**src/verilog/fvi_defs.vh**
```
// Constants of the four vector interrupt unit
`ifndef FVI_DEFS_VH
`define FVI_DEFS_VH
`define FVI_ADDR_W            8
`define FVI_ADDR_CPU_STATUS   8'h00
`define FVI_ADDR_INT_STATUS   8'h01
`define FVI_ADDR_TMR_STATUS   8'h02
`define FVI_ADDR_PERI_REQ     8'h03
`define FVI_ADDR_PERI_EN      8'h04
`define FVI_ADDR_PEND         8'h05
`define FVI_BIT_GID           4
`define FVI_BIT_EXT_EN        0
`define FVI_BIT_TMR_EN        1
`define FVI_BIT_TCK_EN        2
`define FVI_BIT_PERI_EN       3
`define FVI_BIT_EXT_FLAG      4
`define FVI_BIT_TMR_FLAG      5
`define FVI_BIT_TCK_FLAG      6
`define FVI_BIT_PERI_FLAG     7
`define FVI_BIT_EXT_EDGE      7
`define FVI_BIT_TCK_EDGE      6
`define FVI_VEC_EXT           16'h0008
`define FVI_VEC_TMR           16'h0010
`define FVI_VEC_TCK           16'h0018
`define FVI_VEC_PERI          16'h0020
`define FVI_RST_CPU_STATUS    8'h10
`define FVI_RST_INT_STATUS    8'h00
`define FVI_RST_TMR_STATUS    8'h00
`endif

```
**src/verilog/fvi_unit.v**
```verilog
// Four vector interrupt unit: flags, enables, priority and vector redirect
//
// Operation
// - Global disable set blocks every interrupt
// - Reset sets the global disable bit
// - Peripheral needs own and group enable
// - Return instruction clears disable, pops PC
// - Taking interrupt sets disable, pushes, vectors
// - Vectors: pin 0008h, timer 0010h, clock 0018h
// - Peripherals share vector 0020h, software polls
// - Priority: pin, timer, clock pin, peripheral
// - Flags set regardless of any enable
// - Pin edge polarity chosen by edge-select bit
// - Pin edge sets flag bit4, enable bit0
// - External pin edge wakes from sleep
// - Clock pin polarity chosen by bit6
// - Clock pin edge sets bit6, enable bit2
// - Clock pin edge wakes from sleep
// - Peripheral flag is read-only OR of ANDs
// - Enabled peripheral requests wake from sleep
// - Only the return PC is pushed
//
// The placing of the registers and the plain strobed port are this design's own decisions.
`include "fvi_defs.vh"
module fvi_unit #(
	parameter NPERI = 8
) (
	input  wire                   i_clk_sys,
	input  wire                   i_rst_b,
	input  wire [`FVI_ADDR_W-1:0] i_addr,
	input  wire [7:0]             i_wdata,
	input  wire                   i_wr,
	input  wire                   i_rd,
	output reg  [7:0]             o_rdata,
	input  wire                   i_ext_interrupt_pin,
	input  wire                   i_timer_clock_interrupt_pin,
	input  wire                   i_timer_overflow,
	input  wire [NPERI-1:0]       i_peri_event,
	input  wire                   i_core_accept,
	input  wire                   i_return_from_interrupt_instr,
	input  wire [15:0]            i_return_pc,
	input  wire [15:0]            i_stack_top,
	output wire                   o_int_request,
	output reg                    o_pc_load,
	output reg  [15:0]            o_pc_value,
	output reg                    o_stack_push,
	output reg  [15:0]            o_stack_data,
	output reg                    o_stack_pop,
	output wire                   o_wake,
	output wire                   o_global_int_disable
);
	reg        rst_meta_r;
	reg        rst_sync_r;
	wire       rst_n;
	reg  [7:0] cpu_status_reg_r;
	reg  [7:0] int_status_ctrl_reg_r;
	reg  [7:0] timer_status_ctrl_reg_r;
	reg  [NPERI-1:0] peripheral_request_regs_r;
	reg  [NPERI-1:0] peripheral_enable_regs_r;
	reg  [1:0] pin_d_r;
	wire [1:0] pin_now;
	wire [1:0] pin_rise_sel;
	wire [1:0] pin_edge;
	reg  [7:0] rdata_nxt;
	wire       global_int_disable;
	wire       ext_pin_edge;
	wire       tck_pin_edge;
	wire       peripheral_summary_flag;
	wire [3:0] pend;
	wire       take;
	wire [NPERI-1:0] peri_hit;
	wire       wr_cpu_status;
	wire       wr_int_status;
	wire       wr_tmr_status;
	wire       wr_peri_req;
	wire       wr_peri_en;
	reg  [3:0] grant;
	reg  [15:0] vector_sel;
	reg  [7:0] cpu_status_nxt;
	reg  [7:0] int_status_nxt;
	reg  [NPERI-1:0] peri_req_nxt;
	reg  [2:0] seq_state_r;
	reg  [2:0] seq_state_nxt;

	localparam [2:0] SEQ_IDLE   = 3'b001;
	localparam [2:0] SEQ_ENTRY  = 3'b010;
	localparam [2:0] SEQ_RETURN = 3'b100;

	always @(posedge i_clk_sys or negedge i_rst_b) begin
		if (!i_rst_b) begin
			rst_meta_r <= 1'b0;
			rst_sync_r <= 1'b0;
		end else begin
			rst_meta_r <= 1'b1;
			rst_sync_r <= rst_meta_r;
		end
	end
	assign rst_n = rst_sync_r;

	// Register write decode, one strobe per register
	assign wr_cpu_status = i_wr & (i_addr == `FVI_ADDR_CPU_STATUS);
	assign wr_int_status = i_wr & (i_addr == `FVI_ADDR_INT_STATUS);
	assign wr_tmr_status = i_wr & (i_addr == `FVI_ADDR_TMR_STATUS);
	assign wr_peri_req   = i_wr & (i_addr == `FVI_ADDR_PERI_REQ);
	assign wr_peri_en    = i_wr & (i_addr == `FVI_ADDR_PERI_EN);

	assign global_int_disable   = cpu_status_reg_r[`FVI_BIT_GID];
	assign o_global_int_disable = global_int_disable;

	// Edge select: set means rising, clear means falling
	assign pin_now      = {i_timer_clock_interrupt_pin, i_ext_interrupt_pin};
	assign pin_rise_sel = {timer_status_ctrl_reg_r[`FVI_BIT_TCK_EDGE],
		timer_status_ctrl_reg_r[`FVI_BIT_EXT_EDGE]};

	genvar p;
	generate
		for (p = 0; p < 2; p = p + 1) begin : g_pin
			assign pin_edge[p] = pin_rise_sel[p] ?
				(pin_now[p] & ~pin_d_r[p]) :
				(~pin_now[p] & pin_d_r[p]);
		end
	endgenerate
	assign ext_pin_edge = pin_edge[0];
	assign tck_pin_edge = pin_edge[1];

	genvar g;
	generate
		for (g = 0; g < NPERI; g = g + 1) begin : g_peri
			assign peri_hit[g] = peripheral_request_regs_r[g] & peripheral_enable_regs_r[g];
		end
	endgenerate
	assign peripheral_summary_flag = |peri_hit;

	assign pend[0] = int_status_ctrl_reg_r[`FVI_BIT_EXT_FLAG] &
		int_status_ctrl_reg_r[`FVI_BIT_EXT_EN];
	assign pend[1] = int_status_ctrl_reg_r[`FVI_BIT_TMR_FLAG] &
		int_status_ctrl_reg_r[`FVI_BIT_TMR_EN];
	assign pend[2] = int_status_ctrl_reg_r[`FVI_BIT_TCK_FLAG] &
		int_status_ctrl_reg_r[`FVI_BIT_TCK_EN];
	assign pend[3] = peripheral_summary_flag &
		int_status_ctrl_reg_r[`FVI_BIT_PERI_EN];

	assign o_int_request = (|pend) & ~global_int_disable;
	assign take          = o_int_request & i_core_accept;
	// Wake ignores the global disable, as a sleeping core still resumes
	assign o_wake        = pend[0] | pend[2] | pend[3];

	// Last sampled pin levels for the edge detectors
	always @(posedge i_clk_sys or negedge rst_n) begin
		if (!rst_n) begin
			pin_d_r <= 2'b00;
		end else begin
			pin_d_r <= pin_now;
		end
	end

	// Global disable: reset sets, entry sets, return clears, write otherwise
	always @* begin
		cpu_status_nxt = cpu_status_reg_r;
		if (take) begin
			cpu_status_nxt[`FVI_BIT_GID] = 1'b1;
		end else if (i_return_from_interrupt_instr) begin
			cpu_status_nxt[`FVI_BIT_GID] = 1'b0;
		end else if (wr_cpu_status) begin
			cpu_status_nxt = i_wdata;
		end
	end

	always @(posedge i_clk_sys or negedge rst_n) begin
		if (!rst_n) begin
			cpu_status_reg_r <= `FVI_RST_CPU_STATUS;
		end else begin
			cpu_status_reg_r <= cpu_status_nxt;
		end
	end

	// Flags set on events whatever the enables; set wins over a write clear
	always @* begin
		int_status_nxt = int_status_ctrl_reg_r;
		if (wr_int_status) begin
			int_status_nxt[6:0] = i_wdata[6:0];
		end
		if (ext_pin_edge) begin
			int_status_nxt[`FVI_BIT_EXT_FLAG] = 1'b1;
		end
		if (i_timer_overflow) begin
			int_status_nxt[`FVI_BIT_TMR_FLAG] = 1'b1;
		end
		if (tck_pin_edge) begin
			int_status_nxt[`FVI_BIT_TCK_FLAG] = 1'b1;
		end
		// The summary bit exists in the read path only
		int_status_nxt[`FVI_BIT_PERI_FLAG] = 1'b0;
	end

	always @(posedge i_clk_sys or negedge rst_n) begin
		if (!rst_n) begin
			int_status_ctrl_reg_r <= `FVI_RST_INT_STATUS;
		end else begin
			int_status_ctrl_reg_r <= int_status_nxt;
		end
	end

	always @(posedge i_clk_sys or negedge rst_n) begin
		if (!rst_n) begin
			timer_status_ctrl_reg_r <= `FVI_RST_TMR_STATUS;
		end else if (wr_tmr_status) begin
			timer_status_ctrl_reg_r <= i_wdata;
		end
	end

	always @(posedge i_clk_sys or negedge rst_n) begin
		if (!rst_n) begin
			peripheral_enable_regs_r <= {NPERI{1'b0}};
		end else if (wr_peri_en) begin
			peripheral_enable_regs_r <= i_wdata[NPERI-1:0];
		end
	end

	// Peripheral request flags: event set wins over software clear
	always @* begin
		peri_req_nxt = peripheral_request_regs_r;
		if (wr_peri_req) begin
			peri_req_nxt = i_wdata[NPERI-1:0];
		end
		peri_req_nxt = peri_req_nxt | i_peri_event;
	end

	always @(posedge i_clk_sys or negedge rst_n) begin
		if (!rst_n) begin
			peripheral_request_regs_r <= {NPERI{1'b0}};
		end else begin
			peripheral_request_regs_r <= peri_req_nxt;
		end
	end

	// Fixed priority: lowest pending index wins, one-hot grant
	always @* begin
		grant = 4'b0000;
		if (pend[0]) begin
			grant = 4'b0001;
		end else if (pend[1]) begin
			grant = 4'b0010;
		end else if (pend[2]) begin
			grant = 4'b0100;
		end else if (pend[3]) begin
			grant = 4'b1000;
		end
	end

	always @* begin
		case (grant)
			4'b0001: begin
				vector_sel = `FVI_VEC_EXT;
			end
			4'b0010: begin
				vector_sel = `FVI_VEC_TMR;
			end
			4'b0100: begin
				vector_sel = `FVI_VEC_TCK;
			end
			4'b1000: begin
				vector_sel = `FVI_VEC_PERI;
			end
			default: begin
				vector_sel = `FVI_VEC_PERI;
			end
		endcase
	end

	// Redirect sequencer: from each of the three states, take enters entry, return instruction enters return, else idle; other codes go idle
	always @* begin
		case (seq_state_r)
			SEQ_IDLE, SEQ_ENTRY, SEQ_RETURN: begin
				if (take) begin
					seq_state_nxt = SEQ_ENTRY;
				end else if (i_return_from_interrupt_instr) begin
					seq_state_nxt = SEQ_RETURN;
				end else begin
					seq_state_nxt = SEQ_IDLE;
				end
			end
			default: begin
				seq_state_nxt = SEQ_IDLE;
			end
		endcase
	end

	always @(posedge i_clk_sys or negedge rst_n) begin
		if (!rst_n) begin
			seq_state_r <= SEQ_IDLE;
		end else begin
			seq_state_r <= seq_state_nxt;
		end
	end

	// Strobes to the core follow the sequencer state
	always @* begin
		o_pc_load    = (seq_state_r == SEQ_ENTRY) | (seq_state_r == SEQ_RETURN);
		o_stack_push = (seq_state_r == SEQ_ENTRY);
		o_stack_pop  = (seq_state_r == SEQ_RETURN);
	end

	// Vector redirect: only the return PC is stacked
	always @(posedge i_clk_sys or negedge rst_n) begin
		if (!rst_n) begin
			o_pc_value   <= 16'h0000;
			o_stack_data <= 16'h0000;
		end else if (take) begin
			o_stack_data <= i_return_pc;
			o_pc_value   <= vector_sel;
		end else if (i_return_from_interrupt_instr) begin
			o_pc_value <= i_stack_top;
		end
	end

	always @* begin
		rdata_nxt = 8'h00;
		case (i_addr)
			`FVI_ADDR_CPU_STATUS: begin
				rdata_nxt = cpu_status_reg_r;
			end
			`FVI_ADDR_INT_STATUS: begin
				rdata_nxt = {peripheral_summary_flag,
					int_status_ctrl_reg_r[6:0]};
			end
			`FVI_ADDR_TMR_STATUS: begin
				rdata_nxt = timer_status_ctrl_reg_r;
			end
			`FVI_ADDR_PERI_REQ: begin
				rdata_nxt = peripheral_request_regs_r;
			end
			`FVI_ADDR_PERI_EN: begin
				rdata_nxt = peripheral_enable_regs_r;
			end
			`FVI_ADDR_PEND: begin
				rdata_nxt = {4'h0, pend};
			end
			default: begin
				rdata_nxt = 8'h00;
			end
		endcase
	end

	always @(posedge i_clk_sys or negedge rst_n) begin
		if (!rst_n) begin
			o_rdata <= 8'h00;
		end else if (i_rd) begin
			o_rdata <= rdata_nxt;
		end else begin
			o_rdata <= 8'h00;
		end
	end
endmodule

```
**config.mk**
```make
export PLATFORM = sky130hd
export DESIGN_NAME = fvi_unit
export DESIGN_NICKNAME = d
export VERILOG_FILES = /design/src/verilog/fvi_unit.v
export VERILOG_INCLUDE_DIRS = /design/src /design/src/verilog
export SDC_FILE = /design/constraint.sdc
export NUM_CORES = 1
export LEC_CHECK = 0
export BUFFER_PORTS_ARGS = -buffer_cell sky130_fd_sc_hd__buf_2
export CORE_AREA = 3 3 94 96
export DETAILED_ROUTE_END_ITERATION = 6
export DIE_AREA = 0 0 97 99
export PLACE_DENSITY = 0.74
export SLEW_MARGIN = 30
export SYNTH_ARGS = -nofsm -noshare
export SYNTH_HDL_FRONTEND = slang
export SYNTH_SLANG_ARGS = --single-unit
```
**constraint.sdc**
```tcl
create_clock -name i_clk_sys -period 2.9 [get_ports i_clk_sys]
set_clock_uncertainty 0.15 [all_clocks]
set_input_delay 0.435 -clock i_clk_sys [delete_from_list [all_inputs] [get_ports i_clk_sys]]
set_output_delay 0.435 -clock i_clk_sys [all_outputs]
set_load 0.1 [all_outputs]
```
== Word level (Yosys, flattened, before mapping) ==
Cells that the tools add are included.
Storage, ports and cells
  ROM bits: 0
  RAM bits: 0
  register bits after elaboration: 86
  memories: 0
  word-level logic and storage cells: 93
  latch bits: 0
  bits of input ports: 65
Cells by class
  mux-type cells: 22
  order comparisons: 0
  shift-type cells: 0
  add/subtract/negate cells: 0
  multipliers: 0
  reductions and logical operators: 10
  equality and inequality tests: 11
  divide/modulo/power cells: 0
  bitwise operators: 34
Operators with widths (count)
  $pmux 8 s6: 1
  $mux 16: 2
  $and 1x1->1: 23
  $pmux 6 s3: 1
  $eq 8x2->1 const B: 2
  $eq 8x3->1 const B: 2
  $mux 4: 4
  $mux 8: 2
  $mux 3: 3
  $eq 8x1->1 const B: 1
  $logic_not 8->1: 1
  $or 8x8->8: 1
  $reduce_bool 2->1: 4
  $reduce_or 8->1: 1
  $mux 1: 7
  $mux 7: 1
  $not 1->1: 7
  $mux 5: 1
  $eq 4x1->1 const B: 1
  $eq 4x2->1 const B: 1
  $eq 4x3->1 const B: 1
  $reduce_or 4->1: 1
  $eq 3x1->1 const B: 1
  $eq 3x2->1 const B: 1
  5 further kinds: 7

== Depth between registers and ports, before layout ==
Gate-level depths: netlist of the first run.
  depth in word-level cells: 10
  depth in mapped cells: 6

== Least setup slack after synthesis of the first run ==
No wires, ideal clock.
  path kind: reg2out
  start point: register seq_state_r[1]
  end point: output port o_pc_load
  buffers on the path: 0
  stages on the path, launching flop included: 3
  arrival time: 3358 ps
  path slack: -1043 ps
  required time: 2315 ps
  path through: dfrtp_1 nor3b_1 or2_2
On the way
  longest elaborated chain between the ends: 2
  elaborated cells between the ends (all ways): 3
  classes of those cells: 2 x eq/ne; 1 x bitwise
Ends and longest elaborated chain
  start, declared: line fvi_unit.v:82  | reg [2:0] seq_state_r;
  start signal, assigned: line fvi_unit.v:293  | seq_state_r <= seq_state_nxt;
  $eq 3x3->1
  via o_stack_pop: line fvi_unit.v:48  | output reg o_stack_pop,
  $or 1x1->1: line fvi_unit.v:299  | o_pc_load = (seq_state_r == SEQ_ENTRY) | (seq_state_r == SEQ_RETURN);
  end, declared: line fvi_unit.v:44  | output reg o_pc_load,
The timed path passes the listed nets, and every way through them passes these cells.

== Worst setup path after layout of the first run ==
  start point: register peripheral_request_regs_r[0]
  end point: output port o_int_request
On the way
  longest elaborated chain between the ends: 5
Ends and longest elaborated chain
  start, declared: line fvi_unit.v:58  | reg [NPERI-1:0] peripheral_request_regs_r;
  start signal, assigned: line fvi_unit.v:231  | peripheral_request_regs_r <= {NPERI{1'b0}};
  start signal, assigned: line fvi_unit.v:233  | peripheral_request_regs_r <= peri_req_nxt;
  $and 1x1->1: line fvi_unit.v:129  | assign peri_hit[g] = peripheral_request_regs_r[g] & peripheral_enable_regs_r[g];
  $reduce_or 8->1: line fvi_unit.v:132  | assign peripheral_summary_flag = |peri_hit;
  $and 1x1->1: line fvi_unit.v:140  | assign pend[3] = peripheral_summary_flag &
  $reduce_or 4->1: line fvi_unit.v:143  | assign o_int_request = (|pend) & ~global_int_disable;
  $and 1x1->1: line fvi_unit.v:143
  end, declared: line fvi_unit.v:43  | output wire o_int_request,
Every way passes these cells.

==> results of run 1 <==
## metal layers
metal  track usage  share of wire  vias up
li1              -              -     1424
met1         0.255           0.44     1438
met2         0.313           0.49      100
met3        0.0439          0.051       16
met4        0.0853          0.023        0
met5             0              0        -
## flip-flops by register name, indices dropped and copies added, names as in the netlist
name,count
seq_state_r,3
o_rdata,8
rst_n,1
o_pc_value,16
pin_d_r,2
peripheral_request_regs_r,8
rst_meta_r,1
cpu_status_reg_r,8
int_status_ctrl_reg_r,7
o_stack_data,16
timer_status_ctrl_reg_r,8
peripheral_enable_regs_r,8
## through the flow
step	cells	hold slack, ns
after floorplan	339	-0.0106
after global placement	544	0.0702
after detailed placement	545	0.0706
after CTS	562	0.0349
after global routing	562	0.0403
final	562	0.0568
## where the power goes
part	internal, mW	leakage [nW]	switching [mW]
combinational	0.313	1.14	1.38
sequential	1.38	1.05	0.107
clock	0.410	0.102	0.458
## cells in the final DEF (no fill, tap or decap), drive strengths merged, types with 9 or more instances in the layout
cell and count:
a22oi 9, o21ai 25, nand2 31, nor2 33, a211o 9, mux2i 24
dfrtp 84, inv 17, mux2 25, buf 116, clkbuf 9
## cells in the mapped netlist (all sizes together) (7+ instances only)
library cell	number	area (sq um)
nor2b	7	43.8
buf	8	35.0
o21ai	25	125
mux2	25	282
inv	14	52.6
nor2	33	124
a211o	9	78.8
mux2i	24	240
clkbuf	7	26.3
dfrtp	84	2100
nand2	31	116
a22oi	9	67.6
## worst paths after layout
kind,end,slack (ns)
worst max-delay path,o_int_request,0.48
worst min-delay path,pin_d_r[1],0.06
worst max register to register,cpu_status_reg_r[1],0.54
worst min register to register,o_pc_value[13],0.20
max in group asynchronous,timer_status_ctrl_reg_r[2],1.79
min in group asynchronous,o_pc_value[13],0.20
## cell families after synthesis
kind of cell,synth area share
AOI/OAI and AO/OA,0.146
xor gates and xnor gates,0.00231
buffers and inverters,0.0300
DFF,0.567
muxes,0.137
other,0.000987
and+or+nand+nor,0.116
## repair_timing
| action | 4_1_cts | 5_1_grt |
|---|---|---|
| resized for setup | 0 | 0 |
| endpoints found under the hold margin | 2 | 0 |
| hold buffers | 1 | 0 |
## area by class of cell
class,count,area share
sequential,86,0.459
clock inverter,7,0.0170
inverter,14,0.0112
clock buffer,9,0.0264
tap,105,0.0279
multi-input combinational,224,0.327
timing repair buffer,117,0.131
==> results by group, run 1 <==
STA
  – PnR worst setup slack: 0.477 ns
  – RSZ-0062 raised after global routing: no
  – Min Tclk post-route: 2.42 ns
  – Setup TNS: 0 ns
  – Final period util: 0.836
  – Final hold violation count: 0
  – Final setup fails: 0
  – Slew @ Worst Pin: 0.622 ns
  – Fmax: 413 MHz
  – Max-slew violation count: 0
  – Worst relative slew slack: 0.585

Layout
  – Reg area: 0.00216 sq mm
  – Diode count: 0
  – Share of cells above drive strength 1: 0.365
  – Fill cell count: 698
  – Design Area, Final: 0.00470 sq mm
  – Fin util: 0.578
  – Net count, final: 517
  – Syn-to-layout area delta: 23.7%
  – Area occupied by multi-input gates: 0.00154 sq mm

Global routing
  – Largest net degree at the start of global routing: 50
  – Initial antenna violation count: 0
  – Overflow after GRT: 0
  – All-layer global routing usage: 0.195
  – First-pass GRT wire length: 14,900 um
  – Vias in the first global route: 3,058

Setup path
  – Slowest CP cell: dfrtp_1
  – Critical path launch point type: flip-flop
  – CP top delay family: compound AO/OA/AOI/OAI gates
  – CP max stage delay: 0.41 ns
  – Critical path class: reg -> out
  – Crit path buf inv count: 1
  – CP endpoint kind: output pin
  – R2R cell count: 4
  – Crit-path cells: a22oi_1 -> nand4_1 -> nand2_1 -> a41oi_1 -> buf_2
  – Crit path depth: 5
  – CP arrival: 1.84 ns
  – Critical path startpoint: peripheral_request_regs_r[0]
  – Worst reg2reg path startpoint: peripheral_request_regs_r[0]
  – Req. time, crit path: 2.32 ns
  – Crit path max fanout: 3

Power and ir drop
  – Leak: 2.30 nW
  – Peak VDD IR: 0.000677 V
  – Total chip power: 4.04 mW
  – PwrDens: 860 mW/mm^2

Clocking
  – Postcts setup bufs: 0
  – Root Buffer: clkbuf_8
  – Clk slew on worst S/H paths: 0.09 ns
  – Cts bufs inserted: 9
  – Worst-Skew Late Latency: 0.36 ns
  – H-Tree Depth: 3
  – CTS tree: yes
  – CTS sink count: 86
  – Maximum clock insertion buffer count: 2

Yosys
  – Syn Area/Cell: 11.2 sq um
  – Netlist Area Pre-Place: 0.00380 sq mm
  – EDFF count, synth: 0
  – Cells after Synth: 339
  – Most used DFF post-synth: dfrtp_1
  – Proportion of synthesized chip area in sequential cells: 0.567
  – Asr flop ratio synth: 1.00
  – Yosys reg bits: 86
  – Cell variety after synth: 42
  – YS warnings: 0
  – Syn Nets: 404

Drt
  – 1st-iter DRT viols: 130
  – TritonRoute pass-1 iters: 4
  – Drt drc: 0
  – Via Count: 2,978
  – Antenna Violating Nets Remaining: 0
  – Vias per cell: 5.30
  – Wire length per cell: 16.0 um
  – Total wire length: 8970 um

Job
  – Max-cap violations: 0

Floorplan
  – Core Area: 0.00813 sq mm
  – Ports: 111
  – Chip width: 97 um
  – Row Count: 33
  – Chip height: 99 um
  – Die area: 0.00960 sq mm
  – Initial Utilization: 0.467

Worst hold path
  – HP Class: in -> reg
  – Hold Path Origin: i_timer_clock_interrupt_pin
  – WHS Path Cells: 1

Placed design
  – DP HPWL: 6930 um
  – Post-Place Setup Slack: 0.291 ns
  – Cell Area, Placed: 0.00449 sq mm
  – IO buf count: 110
  – Placer Congestion: 0.840

Status
  – Status: finished, final reports clean
No activity file was read; power rests on OpenSTA's default activity.
==> run 2: changes to the inputs <==
--- a/config.mk
+++ b/config.mk
@@ -6,11 +6,12 @@
 export SDC_FILE = /design/constraint.sdc
 export NUM_CORES = 1
 export LEC_CHECK = 0
+export ABC_AREA = 1
 export BUFFER_PORTS_ARGS = -buffer_cell sky130_fd_sc_hd__buf_2
-export CORE_AREA = 3 3 94 96
+export CORE_AREA = 3 3 97 99
 export DETAILED_ROUTE_END_ITERATION = 6
-export DIE_AREA = 0 0 97 99
-export PLACE_DENSITY = 0.74
+export DIE_AREA = 0 0 100 102
+export PLACE_DENSITY = 0.72
 export SLEW_MARGIN = 30
 export SYNTH_ARGS = -nofsm -noshare
 export SYNTH_HDL_FRONTEND = slang
==> constraint.sdc (replaced) <==
create_clock -name i_clk_sys -period 2.2 [get_ports i_clk_sys]
set_clock_uncertainty 0.15 [all_clocks]
set_input_delay 0.33 -clock i_clk_sys [delete_from_list [all_inputs] [get_ports i_clk_sys]]
set_output_delay 0.33 -clock i_clk_sys [all_outputs]
set_load 0.1 [all_outputs]
==> run 2 against run 1 <==
Compared with the run above:
- worst hold slack worse by 0.041 ns
- count of clock-buffer cells in the layout increased by 2
- wire length up 10%
==> results by group, run 2 <==
Setup path
  – Crit path depth: 9 (+4)
  – Most frequent CP cell: nand2_1
  – Crit path buf inv count: 2 (+1)
  – Crit-path cells: nand2_1 -> nand2_1 -> nor2_1 -> nand2_1 -> nand2_2 -> nand3_2 -> nand2_1 -> inv_1 -> buf_6
  – CP top delay family: simple AND/OR/NAND/NOR gates
  – Critical path class: reg -> out
  – Critical path launch point type: flip-flop
  – Crit path max fanout: 3 (unchanged)
  – CP endpoint kind: output pin
  – R2R Setup Slk: 0.33 ns (-0.21 ns)
  – CP arrival: 1.62 ns (-0.22 ns)
  – Slowest CP cell: dfrtp_1
  – R2R cell count: 10 (+6)
  – Req. time, crit path: 1.72 ns (-0.60 ns)
  – CP max stage delay: 0.41 ns (about the same)

STA
  – Worst relative slew slack: 0.659 (+0.0738)
  – RSZ-0062 raised after global routing: yes
  – Final setup fails: 0 (unchanged)
  – Min Tclk post-route: 2.10 ns
  – Slew @ Worst Pin: 0.515 ns (-0.107 ns)
  – Max-slew violation count: 0 (unchanged)
  – Final period util: 0.953
  – Fmax: 477 MHz
  – Final hold violation count: 0 (unchanged)
  – PnR worst setup slack: 0.104 ns (-0.373 ns)

Layout
  – Share of cells above drive strength 1: 0.305 (-0.0600)
  – Design Area, Final: 0.00494 sq mm (+5.1%)
  – Most common cell after layout, fill and taps aside: nand2_1
  – Fill cell count: 782 (+12%)
  – Area occupied by multi-input gates: 0.00161 sq mm (+5.0%)
  – Net count, final: 646 (+25%)
  – Reg area: 0.00216 sq mm (unchanged)
  – Diode count: 0 (unchanged)
  – Largest registers: o_pc_value: 16 flops, o_stack_data: 16 flops
  – Commonest cells after routing, fill and taps aside: nand2_1 (177), buf_2 (108), dfrtp_1 (83)
  – Syn-to-layout area delta: 23.6%

Yosys
  – Most used DFF post-synth: dfrtp_1
  – Syn Nets: 531 (+31%)
  – EDFF count, synth: 0 (unchanged)
  – Cell variety after synth: 34 (-19%)
  – Cells after Synth: 466 (+37%)
  – Syn Area/Cell: 8.58 sq um (-23%)
  – YS warnings: 0 (unchanged)
  – Netlist Area Pre-Place: 0.00400 sq mm (+5.2%)
  – Ranking of synthesized cells by area: dfrtp_1 (53%), nand2_1 (17%), nand3_1 (5.5%), o21ai_2 (3.5%), inv_1 (2.7%)
  – Synth top area share: 0.526 (-0.0274)
  – Proportion of synthesized chip area in sequential cells: 0.539 (-0.0280)
  – Most frequent cell after synthesis: nand2_1
  – Asr flop ratio synth: 1.00 (unchanged)
  – Dominant cell type by area after synthesis: dfrtp_1
  – Yosys reg bits: 86 (unchanged)
  – Synth top cells by count: nand2_1 (178), dfrtp_1 (84), nand3_1 (44)

Worst hold path
  – WHS Path Cells: 3 (+2)
  – HP Class: in -> reg

Placed design
  – Post-Place Setup Slack: 0.329 ns (+0.0379 ns)
  – IO buf count: 110 (unchanged)
  – Cell Area, Placed: 0.00466 sq mm (+3.9%)
  – DP HPWL: 7370 um (+6.4%)
  – Placer Congestion: 0.857 (+2.0%)

Drt
  – Wire length per cell: 14.2 um (-11%)
  – Via Count: 3,488 (+17%)
  – Drt drc: 0 (unchanged)
  – 1st-iter DRT viols: 251 (+93%)
  – Vias per cell: 5.03 (-5.2%)
  – Total wire length: 9870 um (+10%)
  – TritonRoute pass-1 iters: 4 (unchanged)
  – Antenna Violating Nets Remaining: 0 (unchanged)

Global routing
  – All-layer global routing usage: 0.198 (+0.00295)
  – Overflow after GRT: 0 (unchanged)
  – Initial antenna violation count: 0 (unchanged)
  – Largest net degree at the start of global routing: 42 (-16%)
  – Vias in the first global route: 3,228 (+5.6%)
  – First-pass GRT wire length: 15,800 um (+6.2%)

Clocking
  – H-Tree Depth: 3 (unchanged)
  – CTS sink count: 86 (unchanged)
  – Root Buffer: clkbuf_8
  – Maximum clock insertion buffer count: 2 (unchanged)
  – Clk slew on worst S/H paths: 0.09 ns (about the same)
  – Cts bufs inserted: 9 (unchanged)
  – Worst-Skew Late Latency: 0.35 ns (about the same)
  – CTS tree: yes
  – Postcts setup bufs: 0 (unchanged)

Floorplan
  – Ports: 111 (unchanged)
  – Core Area: 0.00864 sq mm (+6.2%)
  – Die area: 0.0102 sq mm (+6.2%)
  – Initial Utilization: 0.463 (-0.00425)
  – Row Count: 34 (+3.0%)
  – Chip width: 100 um (+3.1%)
  – Chip height: 102 um (+3.0%)

Power and ir drop
  – Leak: 2.69 nW (+17%)
  – PwrDens: 1070 mW/mm^2 (+24%)
  – Peak VDD IR: 0.000648 V (-4.3%)

Job
  – Max-cap violations: 0 (unchanged)

Status
  – Status: finished, final reports clean
## run 2: path summary, 6_finish.rpt
check / startpoint / end
setup / recovery: peripheral_request_regs_r[6] / o_int_request
hold / removal: i_return_pc[14] / o_stack_data[14]
setup reg to reg: peripheral_request_regs_r[6] / o_pc_value[3]
max in group asynchronous: rst_n / seq_state_r[0]
min in group asynchronous: i_rst_b / rst_n
hold reg to reg: rst_n / o_stack_data[13]
## run 2: kinds of logic (layout without fill, tap and decap cells)
kind of cell | after synthesis | after routing | synth area share
other cells | 1 | 1 | 0.000938
buf+inv | 51 | 171 | 0.0638
simple gates | 280 | 280 | 0.316
flops | 86 | 86 | 0.539
compound gates | 48 | 48 | 0.0801
## run 2: power breakdown
| part | internal [mW] | total [mW] | switching (mW) |
|---|---|---|---|
| clock network | 0.760 | 1.32 | 0.558 |
| registers | 1.79 | 1.92 | 0.130 |
| logic | 0.319 | 2.05 | 1.73 |
## run 2: layout make-up
| class | count | share of cell area |
|---|---|---|
| Clock buffer | 11 | 0.0266 |
| Clock inverter | 5 | 0.0215 |
| Inverter | 36 | 0.0276 |
| Multi-Input combinational cell | 329 | 0.326 |
| Sequential cell | 86 | 0.437 |
| Tap cell | 108 | 0.0274 |
| Timing Repair Buffer | 119 | 0.133 |
## run 2: worst min-delay path, cell delays in order
cell and delay [ns]:
buf_2 0.08, nand2_1 0.04, nand2_1 0.05
## run 2: stage by stage
stage               utilization  hold WS [ns]  cells  power (mW)  TNS (ns)
floorplan                     -        -0.116    466        3.63    -0.323
global placement          0.540       -0.0341    675        3.98         0
detailed placement        0.540       -0.0318    675        4.00         0
CTS                       0.571       0.00350    694        5.32         0
global route              0.572       0.00483    694        5.50   -0.0216
finish                    0.572        0.0162    694        5.29         0
## run 2: metal layers
layer,vias up,part of all wire,global-route usage
met5,-,0,0
met4,0,0.029,0.0808
met3,23,0.054,0.0348
met2,111,0.49,0.302
met1,1633,0.43,0.282
li1,1721,-,-
## run 2: repair_timing
action | 4_1_cts | 5_1_grt
hold endpoints to repair | 4 | 0
pin swaps | 0 | 1
hold buffers | 3 | 0
endpoints found under the setup margin | 1 | 2
resized for setup | 1 | 3
cloned | 0 | 0
==> run 3: changes to the inputs <==
--- a/config.mk
+++ b/config.mk
@@ -7,10 +7,11 @@
 export NUM_CORES = 1
 export LEC_CHECK = 0
 export ABC_AREA = 1
-export BUFFER_PORTS_ARGS = -buffer_cell sky130_fd_sc_hd__buf_2
+export BUFFER_PORTS_ARGS = -buffer_cell sky130_fd_sc_hd__buf_4
 export CORE_AREA = 3 3 97 99
 export DETAILED_ROUTE_END_ITERATION = 6
 export DIE_AREA = 0 0 100 102
+export GPL_TIMING_DRIVEN = 0
 export PLACE_DENSITY = 0.72
 export SLEW_MARGIN = 30
 export SYNTH_ARGS = -nofsm -noshare
==> run 3 against run 2 <==
Compared with the run above:
- total power grew 2.6%
- sequential share of layout area shrank 3.1 points
- design area grew 7.7%
- clock power is 4% lower
- combinational power is 8% higher
==> results by group, run 3 (synthesis gave the netlist of run 2 again) <==
Setup path
  – CP endpoint kind: output pin
  – Crit path max fanout: 3 (unchanged)
  – R2R Setup Slk: 0.44 ns (+0.11 ns)
  – Critical path class: reg -> out
  – Worst reg2reg path startpoint: peripheral_request_regs_r[0]
  – RR Endpoint: cpu_status_reg_r[6]
  – CP arrival: 1.62 ns (about the same)
  – Critical path launch point type: flip-flop
  – Req. time, crit path: 1.72 ns (about the same)
  – R2R cell count: 10 (unchanged)

Clocking
  – H-Tree Depth: 3 (unchanged)
  – Cts bufs inserted: 9 (unchanged)
  – Maximum clock insertion buffer count: 2 (unchanged)
  – Worst-Skew Late Latency: 0.36 ns (about the same)
  – CTS tree: yes
  – Clk slew on worst S/H paths: 0.10 ns (about the same)
  – CTS sink count: 86 (unchanged)
  – Root Buffer: clkbuf_8

STA
  – Final setup fails: 0 (unchanged)
  – PnR worst setup slack: 0.100 ns (-0.00331 ns)
  – Setup TNS: 0 ns (unchanged)
  – Worst relative slew slack: 0.639 (-0.0200)
  – Max-slew violation count: 0 (unchanged)
  – Final period util: 0.954 (+0.00150)
  – Slew @ Worst Pin: 0.542 ns (+0.0265 ns)
  – Fmax: 476 MHz (-0.16%)
  – Final hold violation count: 0 (unchanged)
  – Min Tclk post-route: 2.10 ns (+0.00331 ns)

Drt
  – 1st-iter DRT viols: 193 (-23%)
  – Drt drc: 0 (unchanged)
  – Via Count: 3,629 (+4.0%)
  – Antenna Violating Nets Remaining: 0 (unchanged)
  – Total wire length: 10,500 um (+6.1%)
  – TritonRoute pass-1 iters: 4 (unchanged)
  – Wire length per cell: 14.8 um (+4.1%)
  – Vias per cell: 5.13 (+2.1%)

Floorplan
  – Ports: 111 (unchanged)
  – Chip width: 100 um (unchanged)
  – Row Count: 34 (unchanged)
  – Initial Utilization: 0.463 (unchanged)
  – Chip height: 102 um (unchanged)
  – Die area: 0.0102 sq mm (unchanged)
  – Core Area: 0.00864 sq mm (unchanged)

Placed design
  – Cell Area, Placed: 0.00500 sq mm (+7.4%)
  – IO buf count: 109 (-0.91%)
  – DP HPWL: 7940 um (+7.7%)
  – Placer Congestion: 0.872 (+1.7%)
  – Post-Place Setup Slack: 0.378 ns (+0.0487 ns)

Global routing
  – Vias in the first global route: 3,477 (+7.7%)
  – Initial antenna violation count: 0 (unchanged)
  – Largest net degree at the start of global routing: 46 (+9.5%)
  – All-layer global routing usage: 0.208 (+0.0106)
  – First-pass GRT wire length: 16,700 um (+5.2%)
  – Overflow after GRT: 0 (unchanged)

Job
  – Max-cap violations: 0 (unchanged)

Worst hold path
  – Hold Path Origin: i_return_pc[1]
  – WHS Path Cells: 3 (unchanged)
  – Hold path endpoint: o_stack_data[1]
  – HP Class: in -> reg

Layout
  – Fin util: 0.616 (+0.0439)
  – Commonest cells after routing, fill and taps aside: nand2_1 (176), buf_4 (111), dfrtp_1 (83)
  – Syn-to-layout area delta: 33.1%
  – Most common cell after layout, fill and taps aside: nand2_1
  – Largest registers: o_pc_value: 16 flops, o_stack_data: 16 flops
  – Net count, final: 659 (+2.0%)
  – Fill cell count: 766 (-2.0%)
  – Share of cells above drive strength 1: 0.322 (+0.0167)
  – Design Area, Final: 0.00532 sq mm (+7.7%)
  – Diode count: 0 (unchanged)

Status
  – Status: finished, final reports clean

Power and ir drop
  – Peak VDD IR: 0.000873 V (+35%)
  – Total chip power: 5.42 mW (+2.6%)
  – PwrDens: 1020 mW/mm^2 (-4.8%)
  – Leak: 2.82 nW (+4.7%)
-- run 3: worst max-delay path, stage by stage, from the launching register on --
cell	delay (ns)
dfrtp_1	0.42
nand2_1	0.08
nand2_1	0.06
nor2_2	0.14
nand2_2	0.09
nand2_2	0.08
nand3_2	0.09
nand2_1	0.08
inv_1	0.05
buf_8	0.17
-- run 3: area by class of cell --
| type | count | area, sq um | area share |
|---|---|---|---|
| inverter | 36 | 136 | 0.0256 |
| buffer | 15 | 119 | 0.0223 |
| timing repair buffer | 117 | 918 | 0.173 |
| clock buffer | 10 | 138 | 0.0259 |
| clock inverter | 6 | 93.8 | 0.0176 |
| sequential | 86 | 2160 | 0.406 |
| tap | 108 | 135 | 0.0254 |
| multi-input combinational | 329 | 1620 | 0.305 |
-- run 3: where the power goes --
group / switching [mW] / total, mW / internal (mW)
clock network: 0.595 / 1.27 / 0.679
logic: 1.74 / 2.21 / 0.472
registers: 0.142 / 1.93 / 1.79
total: 2.48 / 5.42 / 2.94
-- run 3: how the worst max path moves through the flow --
stage / start / to / slack [ns]
2_1_floorplan: seq_state_r[2] / o_pc_load / -0.32
3_3_place_gp: rst_n / o_rdata[2] / 0.1
3_5_place_dp: i_addr[3] / cpu_status_reg_r[7] / 0.38
4_1_cts: peripheral_request_regs_r[2] / o_int_request / 0.01
5_1_grt: peripheral_request_regs_r[2] / o_int_request / -0.02
6_report: peripheral_request_regs_r[0] / o_int_request / 0.10
-- run 3: timing repair --
action / CTS / global route
hold endpoints to repair: 6 / 0
setup buffers: 0 / 2
hold buffers: 5 / 0
endpoints found under the setup margin: 0 / 1
gates resized for setup: 0 / 6
-- run 3: per-stage QoR --
step	hold WS [ns]	cells
5_1_grt	0.0103	707
2_1_floorplan	-0.116	466
6_report	0.0157	707
4_1_cts	0.00470	705
3_5_place_dp	-0.0362	684
3_3_place_gp	-0.0371	683
-- run 3: metal layers --
layer  GRT usage  up-vias  wire (um)
li1            -     1758          -
met1       0.276     1742       4400
met2       0.341      101       5230
met3      0.0287       28        455
met4      0.0995        0        380
met5           0        -          0
